File: src/core/spac_pkg.sv
// Package with constants for the serial phase and attenuation control block
package spac_pkg;
    // ------------------------------------------------------------------
    // Word layout
    // ------------------------------------------------------------------
    localparam int WORD_BITS       = 24;     // Serial word length
    localparam int FIELD_BITS      = 6;      // Width of each setting field
    localparam int CH2_PHASE_LSB   = 0;      // Bits 1..6
    localparam int CH2_ATTEN_LSB   = 6;      // Bits 7..12
    localparam int CH1_ATTEN_LSB   = 12;     // Bits 13..18
    localparam int CH1_PHASE_LSB   = 18;     // Bits 19..24
    localparam logic [23:0] HOLD_RESET = 24'h000000; // All-zero state
    // ------------------------------------------------------------------
    // Counting
    // ------------------------------------------------------------------
    localparam int CNT_BITS        = 5;      // Holds 0..24
    localparam logic [4:0] CNT_FULL = 5'h18; // 24 clocks seen
    localparam int SYNC_STAGES     = 2;      // Pin synchroniser depth
endpackage

File: src/core/spac_pins_if.sv
// Interface carrying synchronised pin edges between the sampler and the core
`timescale 1ns/1ps
interface spac_pins_if;
    logic sel_n_s;      // Synchronised active-low select
    logic data_s;       // Synchronised serial data
    logic clk_fall;     // One-cycle pulse on shift clock falling edge
    logic latch_fall;   // One-cycle pulse on latch strobe falling edge
    modport src (output sel_n_s, data_s, clk_fall, latch_fall);
    modport dst (input  sel_n_s, data_s, clk_fall, latch_fall);
endinterface // spac_pins_if

File: src/core/spac_pin_sync.sv
// Pin synchroniser and edge finder for the serial control lines
`timescale 1ns/1ps
module spac_pin_sync
    import spac_pkg::*;
(
    // Clocking
    input  wire logic core_clk,
    input  wire logic rst_b,
    input  wire logic clk_en,
    // Raw pins
    input  wire logic sel_n,
    input  wire logic shift_clk,
    input  wire logic serial_in,
    input  wire logic latch_strobe,
    // Synchronised side
    spac_pins_if.src  pins
);
    // ------------------------------------------------------------------
    // Two-stage synchronisers; first stage feeds only the second
    // ------------------------------------------------------------------
    logic [3:0] meta_r;   // First stage
    logic [3:0] sync_r;   // Second stage
    logic [1:0] prev_r;   // Previous clk and latch for edge finding

    // Synchronise all four pins; idle levels are high for select and strobes
    always_ff @(posedge core_clk) begin
        if (!rst_b) begin
            meta_r <= 4'hF;
            sync_r <= 4'hF;
        end else if (clk_en) begin
            meta_r <= {latch_strobe, serial_in, shift_clk, sel_n};
            sync_r <= meta_r;
        end
    end

    // Remember last synchronised levels of clock and latch
    always_ff @(posedge core_clk) begin
        if (!rst_b) begin
            prev_r <= 2'h3;
        end else if (clk_en) begin
            prev_r <= {sync_r[3], sync_r[1]};
        end
    end

    assign pins.sel_n_s    = sync_r[0];
    assign pins.data_s     = sync_r[2];
    // Edge pulses only count while the clock enable lets state move
    assign pins.clk_fall   = clk_en & prev_r[0] & ~sync_r[1];
    assign pins.latch_fall = clk_en & prev_r[1] & ~sync_r[3];
endmodule // spac_pin_sync

File: src/core/spac_top.sv
// Serial front end for a dual-channel phase shifter and attenuator
`timescale 1ns/1ps
// What this block does
// - Accepts serial input only while select low
// - Shifts data in on each shift-clock fall
// - Shift register holds a 24-bit word
// - Latch fall after 24 clocks loads holding register
// - Select high blocks the shift clock
// - Deselected, shift register holds, but a latch fall still copies it to the holding register
// - Each channel has 6-bit phase setting
// - Each channel has 6-bit attenuation setting
// - One word; all-zero means zero everywhere
module spac_top
    import spac_pkg::*;
#(
    parameter int WORD_W = WORD_BITS   // Serial word length
)(
    // Clocking
    input  wire logic             core_clk,
    input  wire logic             rst_b,
    input  wire logic             clk_en,
    // Serial control pins
    input  wire logic             sel_n,
    input  wire logic             shift_clk,
    input  wire logic             serial_in,
    input  wire logic             latch_strobe,
    // Settings
    output logic [FIELD_BITS-1:0] ch1_phase,
    output logic [FIELD_BITS-1:0] ch1_atten,
    output logic [FIELD_BITS-1:0] ch2_phase,
    output logic [FIELD_BITS-1:0] ch2_atten,
    // Status
    output logic                  word_loaded,
    output logic                  latch_seen
);
    // ------------------------------------------------------------------
    // Pin sampling
    // ------------------------------------------------------------------
    // The link clock is only sampled, never used as a clock, so the whole
    // block stays in one domain; pin pulses under one core period may be lost
    spac_pins_if pins ();   // Synchronised pins and edges

    spac_pin_sync u_sync (
        .core_clk     (core_clk),
        .rst_b        (rst_b),
        .clk_en       (clk_en),
        .sel_n        (sel_n),
        .shift_clk    (shift_clk),
        .serial_in    (serial_in),
        .latch_strobe (latch_strobe),
        .pins         (pins)
    );

    // ------------------------------------------------------------------
    // State
    // ------------------------------------------------------------------
    logic [WORD_W-1:0]   shift_r;   // Incoming word, newest bit at index 0
    logic [CNT_BITS-1:0] count_r;   // Clocks shifted since last latch
    logic [WORD_W-1:0]   hold_r;    // Latched word driving the settings
    logic                loaded_r;  // A full word has been latched
    logic                seen_r;    // Any latch edge has arrived
    logic                shift_go;  // Shift this cycle
    logic                load_go;   // Latch this cycle

    // Trade-off: edges are found on synchronised levels, which costs three
    // core clocks of latency but keeps every flop on core_clk
    // Shift only on a clock fall while selected; select high gates it
    assign shift_go = pins.clk_fall & ~pins.sel_n_s;
    // Latch needs a complete word; a short burst is ignored
    assign load_go  = pins.latch_fall && (count_r >= CNT_FULL);

    // ------------------------------------------------------------------
    // Shift register
    // ------------------------------------------------------------------
    // Bit 24 arrives first and moves up until it sits at the top
    always_ff @(posedge core_clk) begin
        if (!rst_b) begin
            shift_r <= '0;
        end else if (shift_go) begin
            shift_r <= {shift_r[WORD_W-2:0], pins.data_s};
        end
    end

    // ------------------------------------------------------------------
    // Clock counter
    // ------------------------------------------------------------------
    // Clearing on every latch edge, qualified or not, means a short word
    // can never be topped up to a full one by a later burst
    // Saturates at full so extra clocks still keep the last 24 bits
    always_ff @(posedge core_clk) begin
        if (!rst_b) begin
            count_r <= '0;
        end else if (pins.latch_fall) begin
            count_r <= '0;
        end else if (shift_go && count_r < CNT_FULL) begin
            count_r <= count_r + 5'h01;
        end
    end

    // ------------------------------------------------------------------
    // Holding register
    // ------------------------------------------------------------------
    // Power-up content of the holding flops is not defined at the pins; zero
    // is chosen so that an unloaded block asks for no shift and no loss
    // Changes only on a qualified latch; otherwise retains the word
    always_ff @(posedge core_clk) begin
        if (!rst_b) begin
            hold_r <= HOLD_RESET;
        end else if (load_go) begin
            hold_r <= shift_r;
        end
    end

    // ------------------------------------------------------------------
    // Status flags
    // ------------------------------------------------------------------
    // Both flags are sticky and only reset clears them, so no
    // set-versus-clear race has to be settled here
    always_ff @(posedge core_clk) begin
        if (!rst_b) begin
            loaded_r <= 1'b0;
            seen_r   <= 1'b0;
        end else begin
            if (load_go) begin
                loaded_r <= 1'b1;
            end
            if (pins.latch_fall) begin
                seen_r <= 1'b1;
            end
        end
    end

    // ------------------------------------------------------------------
    // Outputs, straight from the holding flops
    // ------------------------------------------------------------------
    // Register index k holds word bit k+1; fields run small weight upward
    assign ch2_phase   = hold_r[CH2_PHASE_LSB +: FIELD_BITS];
    assign ch2_atten   = hold_r[CH2_ATTEN_LSB +: FIELD_BITS];
    assign ch1_atten   = hold_r[CH1_ATTEN_LSB +: FIELD_BITS];
    assign ch1_phase   = hold_r[CH1_PHASE_LSB +: FIELD_BITS];
    assign word_loaded = loaded_r;
    assign latch_seen  = seen_r;
endmodule // spac_top

File: config.mk
export PLATFORM = sky130hd
export DESIGN_NAME = spac_top
export DESIGN_NICKNAME = d
export VERILOG_FILES = /design/src/core/spac_pkg.sv /design/src/core/spac_pins_if.sv /design/src/core/spac_pin_sync.sv /design/src/core/spac_top.sv
export SDC_FILE = /design/constraint.sdc
export NUM_CORES = 1
export LEC_CHECK = 0
export ABC_AREA = 1
export BUFFER_PORTS_ARGS = -buffer_cell sky130_fd_sc_hd__buf_2
export CORE_MARGIN = 2
export CORE_UTILIZATION = 55
export DETAILED_ROUTE_END_ITERATION = 8
export GPL_TIMING_DRIVEN = 0
export PLACE_DENSITY_LB_ADDON = 0.1
export SETUP_SLACK_MARGIN = 0.5
export SYNTH_ARGS = -nofsm -noshare
export SYNTH_HDL_FRONTEND = slang
export SYNTH_SLANG_ARGS = --single-unit
File: constraint.sdc
create_clock -name core_clk -period 1.45 [get_ports core_clk]
set_input_delay 0.0725 -clock core_clk [delete_from_list [all_inputs] [get_ports core_clk]]
set_output_delay 0.0725 -clock core_clk [all_outputs]
set_load 0.03 [all_outputs]
==> summary.txt, run 1 <==
Outcome - completed
HP Class - in -> reg
Full die area - 0.00479 sq mm
First-pass GRT wire length - 7850 um
Slew HR - 51.9%
Routability cong. - 0.820
Routed Antenna Nets - 0
Sequential share of the synthesized area - 55.7%
Die height - 69.2 um
Pwr dens - 1050 mW/mm^2
Initial antenna violation count - 0
Critical path capture point type - register
CTS tree - done
Setup CP Type - reg -> reg
Crit path max fanout - 10
Worst slack, placed - 0.310 ns
Worst setup SP type - register
Clk_skew - 0.00692 ns
Synth cell types - 21
Clock Power Share - 39.3%
R2R cell count - 6
Minimum clock period after layout - 1.09 ns
R2r endpoint - shift_r[9]
Clock latency on the worst-skew pair - 0.33 ns
Pwr Total - 3.35 mW
CTS sink count - 65
NetSw - 752 uW
Routed len/inst - 12.4 um
Internal Power - 2.59 mW
Die width - 69.2 um
Core Box Area - 0.00406 sq mm
Reg power frac - 55.0%
Vias per cell - 5.06
IO Count - 33
R2R Path Start - u_sync.sync_r[1]
Total CTS buffers - 9
1st-iter DRT viols - 98
Synthesized area - 0.00234 sq mm
Yosys warns - 0
Mean Syn Cell Area - 7.82 sq um
CTS root buf - clkbuf_8
Final setup margin - 0.363 ns
P&R area growth vs syn - 37.0%
CTS max path bufs - 2
Starting density of the core - 57.6%
Port Buffer Count - 31
Req. time, crit path - 1.71 ns
Mapped Cells - 299
Comb pwr share - 5.6%
Max_cap viols - 0
Max incr delay on CP - 0.33 ns
Critical-path cell list - nor2_4, nand2_8, inv_8, buf_8, nor2_1, nor2_1
Fmax - 920 MHz
DR DRC count - 0
GRT overflow - 0
Setup violators final - 0
Crit path DAT - 1.35 ns
Total track usage - 20.6%
Clk pin slew, worst setup/hold paths - 0.06 ns
Unrepaired setup endpoints after global routing - yes
Final TNS setup - 0 ns
Via count - 2074
Sw frac - 22.5%
H-tree levels - 3
Pins Over Slew Limit - 0
Peak supply drop - 0.805 mV
DP HPWL - 2960 um
Yosys reg bits - 65
Vias in the first global route - 1777
Tcrit/Tclk final - 75.0%
Diode count - 0
Final Hold Fails - 0
Net Count, Synth - 308
CP max-delay cell - dfxtp_2
R2r setup slk - 0.36 ns
Share of layout cells above drive strength 1 - 33.3%
Largest net degree at the start of global routing - 11
Lkg Pwr - 1.36 nW
Hold path start - clk_en
Routed WL - 5070 um
Hold-critical path depth - 3
Worst Hold Path EP - u_sync.sync_r[0]
Crit-path most repeated cell - nor2_1
Drt pass-1 iters - 4
Worst-margin pin slew - 0.721 ns
Nets - 366
Number of cell rows - 23
## layer usage
metal | wire length (um) | GRT usage (%) | vias to the layer above
met4 | 80 | 11.8 | 0
met2 | 2490 | 32.3 | 43
met3 | 171 | 4.51 | 9
li1 | - | - | 1075
met5 | 0 | 0 | -
met1 | 2330 | 26.3 | 947
## worst max-delay path: cells and delay by family, from the launching register on
family,cells,cell delay [ns]
buffers and inverters,2,0.23
flip-flops,1,0.33
AND/OR/NAND/NOR,4,0.46
## cell families (layout without fill, tap and decap cells)
group / count (synthesis) / after routing / synth area share [%]
adders and majority gates: 2 / 2 / 1.07
AOI/OAI and AO/OA: 59 / 59 / 12.7
DFF: 65 / 65 / 55.7
and+or+nand+nor: 146 / 146 / 24.5
buffers and inverters: 26 / 87 / 5.67
xor gates and xnor gates: 1 / 1 / 0.375
## stage by stage
step	std cells	utilization (%)	hold WS [ns]	instance area [sq um]
final	410	78.9	0.0410	3200
after global routing	410	78.9	0.0625	3200
after CTS	402	71.0	0.0370	2880
after detailed placement	380	64.6	0.284	2620
after global placement	380	64.6	0.279	2620
after floorplan	299	-	0.195	2400
## layout make-up
class	instances	area, sq um
timing repair buffer	47	399
fill	291	856
sequential	65	1310
buffer	15	138
multi-input combinational	208	1070
clock buffer	14	163
tap	50	62.6
inverter	11	58.8
## cell usage after synthesis
| library cell | count | area [sq um] |
|---|---|---|
| a21oi_1 | 7 | 35.0 |
| buf_2 | 6 | 30.0 |
| buf_4 | 2 | 15.0 |
| buf_6 | 2 | 22.5 |
| clkbuf_1 | 5 | 18.8 |
| clkinv_1 | 1 | 3.75 |
| clkinv_4 | 1 | 8.76 |
| dfxtp_1 | 65 | 1300 |
| ha_1 | 2 | 25.0 |
| inv_1 | 6 | 22.5 |
| inv_2 | 3 | 11.3 |
| nand2_1 | 29 | 109 |
| nand2_2 | 2 | 12.5 |
| nand3_1 | 9 | 45.0 |
| nand4_1 | 1 | 6.26 |
| nor2_1 | 103 | 387 |
| nor2_2 | 2 | 12.5 |
| o211ai_1 | 1 | 7.51 |
| o21ai_0 | 16 | 80.1 |
| o21ai_1 | 35 | 175 |
| xor2_1 | 1 | 8.76 |
## power groups by stage
stage | logic [mW] | clock network [mW] | registers [mW]
after global placement | 0.145 | 0 | 1.88
after detailed placement | 0.147 | 0 | 1.88
after global routing | 0.211 | 1.43 | 1.84
after floorplan | 0.110 | 0 | 1.88
final | 0.189 | 1.32 | 1.84
after CTS | 0.162 | 1.33 | 1.84
## how the worst max path moves through the flow
stage	from	end	slack [ns]
2_1_floorplan	u_sync.prev_r[1]	hold_r[10]	0.46
3_3_place_gp	u_sync.prev_r[1]	count_r[4]	0.33
3_5_place_dp	u_sync.prev_r[1]	count_r[1]	0.31
4_1_cts	u_sync.prev_r[1]	hold_r[18]	0.38
5_1_grt	u_sync.prev_r[1]	hold_r[18]	0.30
6_report	u_sync.sync_r[1]	shift_r[9]	0.36
## state kept, by name, summed over array words and instances, names as in the netlist
register and cells:
shift_r 24, latch_seen 1, hold_r 24, u_sync.prev_r 2
u_sync.meta_r 4, u_sync.sync_r 4, count_r 5, word_loaded 1
## cells in the final DEF, fill, tap and decap left out, types with 10 or more instances in the layout
master    count
nor2_1       92
o21ai_1      22
dfxtp_2      10
buf_2        19
dfxtp_1      55
buf_6        10
clkbuf_8     11
o21ai_2      22
buf_4        14
nand2_1      26
## timing repair
item                                   CTS  global route
resized for setup                       10            80
endpoints found under the hold margin    4             0
setup endpoints to repair               50            66
hold buffers                             4             0
gates cloned                             0             3
pin swaps                                1             7
setup buffers                            4             5
(Power assumes the default switching activity.)
==> inputs of run 2 (changes only) <==
==> constraint.sdc (replaced) <==
create_clock -name core_clk -period 1.1 [get_ports core_clk]
set_input_delay 0.055 -clock core_clk [delete_from_list [all_inputs] [get_ports core_clk]]
set_output_delay 0.055 -clock core_clk [all_outputs]
set_load 0.03 [all_outputs]
==> summary.txt, run 2 (synthesis gave the netlist of run 1 again) <==
Worst slack, placed - -0.0513 ns
Slew HR - 60.4%
Number of cell rows - 23
Clock latency on the worst-skew pair - 0.34 ns
Routability cong. - 0.755
Max_cap viols - 0
Total track usage - 23.3%
Drt pass-1 iters - 4
Fmax - 887 MHz
R2r setup slk - -0.03 ns
Top flop regs - hold_r x24, shift_r x24, count_r x5
Area occupied by multi-input gates - 0.00110 sq mm
GRT overflow - 0
Largest net degree at the start of global routing - 11
Routed len/inst - 14.2 um
Crit path max fanout - 10
DP HPWL - 2940 um
Core Box Area - 0.00406 sq mm
Most common cell after layout, fill and taps aside - nor2_1
Pins Over Slew Limit - 0
Die height - 69.2 um
Crit path DAT - 1.36 ns
Nets - 368
Port Buffer Count - 31
Peak supply drop - 1.00 mV
Starting density of the core - 57.6%
Vias per cell - 5.30
Clk pin slew, worst setup/hold paths - 0.07 ns
First-pass GRT wire length - 8890 um
Final Hold Fails - 4
Critical-path cell list - nand2_2, nor2_4, nand2_4, buf_6, o21ai_2, nor2_1
Max incr delay on CP - 0.34 ns
Minimum clock period after layout - 1.13 ns
P&R area growth vs syn - 46.4%
H-tree levels - 3
DR DRC count - 0
Final setup margin - -0.0276 ns
Worst-margin pin slew - 0.594 ns
Setup CP Type - reg -> reg
Tcrit/Tclk final - 103%
Routed WL - 5890 um
Commonest non-fill, non-tap cells in the layout - nor2_1, dfxtp_2, buf_6, o21ai_1
Min Hold Slack - -0.0722 ns
Unrepaired setup endpoints after global routing - yes
Reg area - 0.00135 sq mm
Outcome - complete, but fails checks
Top delay family on crit path - simple AND/OR/NAND/NOR gates
Clk_skew - 0.00972 ns
Total CTS buffers - 9
CP max-delay cell - dfxtp_2
CTS max path bufs - 2
Routed Antenna Nets - 0
Pwr dens - 1400 mW/mm^2
Die width - 69.2 um
Via count - 2196
Worst setup SP type - register
IO Count - 33
Final core utilization - 84.3%
CTS root buf - clkbuf_8
HP Class - in -> reg
Buf+Inv Stages, Crit Path - 1
Initial antenna violation count - 0
CTS sink count - 65
Share of layout cells above drive strength 1 - 47.5%
Lkg Pwr - 1.43 nW
Critical path capture point type - register
Req. time, crit path - 1.33 ns
Failing checks - negative hold slack, negative setup slack
Diode count - 0
CTS tree - done
Full die area - 0.00479 sq mm
1st-iter DRT viols - 154
Vias in the first global route - 2020
Pwr Total - 4.77 mW
Setup violators final - 4
Fillers - 237
-- run 2: cell count changes in the layout (fill, tap and decap cells not counted), sizes merged --
cell	previous run	this run
buf	48	58
clkbuf	24	21
clkinv	1	3
dlygate4sd3	4	0
inv	10	9
-- run 2: final timing paths --
| path | start | endpoint | cells past startpoint |
|---|---|---|---|
| setup / recovery | u_sync.prev_r[1] | hold_r[10] | 6 |
| hold / removal | shift_clk | u_sync.meta_r[1] | 3 |
| setup reg to reg | u_sync.prev_r[1] | hold_r[10] | 6 |
| hold reg to reg | u_sync.meta_r[3] | u_sync.sync_r[3] | 2 |
-- run 2: through the flow --
step           TNS, ns  instances  area, sq um
3_5_place_dp    -0.164        380         2630
5_1_grt          -1.37        414         3420
6_report       -0.0542        414         3420
2_1_floorplan        0        299         2410
3_3_place_gp   -0.0290        380         2630
4_1_cts              0        411         3230
-- run 2: final cells by class --
type	instances	area share [%]
Tap cell	50	1.83
Clock inverter	1	0.146
Multi-Input combinational cell	208	32.2
Timing Repair Buffer	49	14.4
Inverter	11	1.87
Buffer	15	3.95
Sequential cell	65	39.5
Clock buffer	15	6.04
-- run 2: metal layers --
layer / track usage (%) / share of wire, %
met5: 0 / 0
met2: 36.4 / 49
met4: 9.80 / 2.3
met3: 7.85 / 5.2
met1: 29.5 / 43
-- run 2: worst register-to-register path, cell delays in order, from the launching register on --
cell and delay, ns:
dfxtp_2 0.34, nand2_2 0.07, nor2_4 0.11, nand2_4 0.11, buf_6 0.16, o21ai_2 0.15
nor2_1 0.08
-- run 2: what timing repair did --
item | in CTS | in global routing
pin swaps | 13 | 9
setup endpoints to repair | 85 | 89
cloned | 4 | 1
endpoints found under the hold margin | 4 | 4
resized for setup | 110 | 49
buffers inserted | 11 | 2
-- run 2: power by group --
group	leakage, nW	switching (mW)	total (mW)	internal, mW
combinational	0.775	0.149	0.248	0.0988
clock	0.112	0.906	2.09	1.19
sequential	0.540	0.0378	2.43	2.40
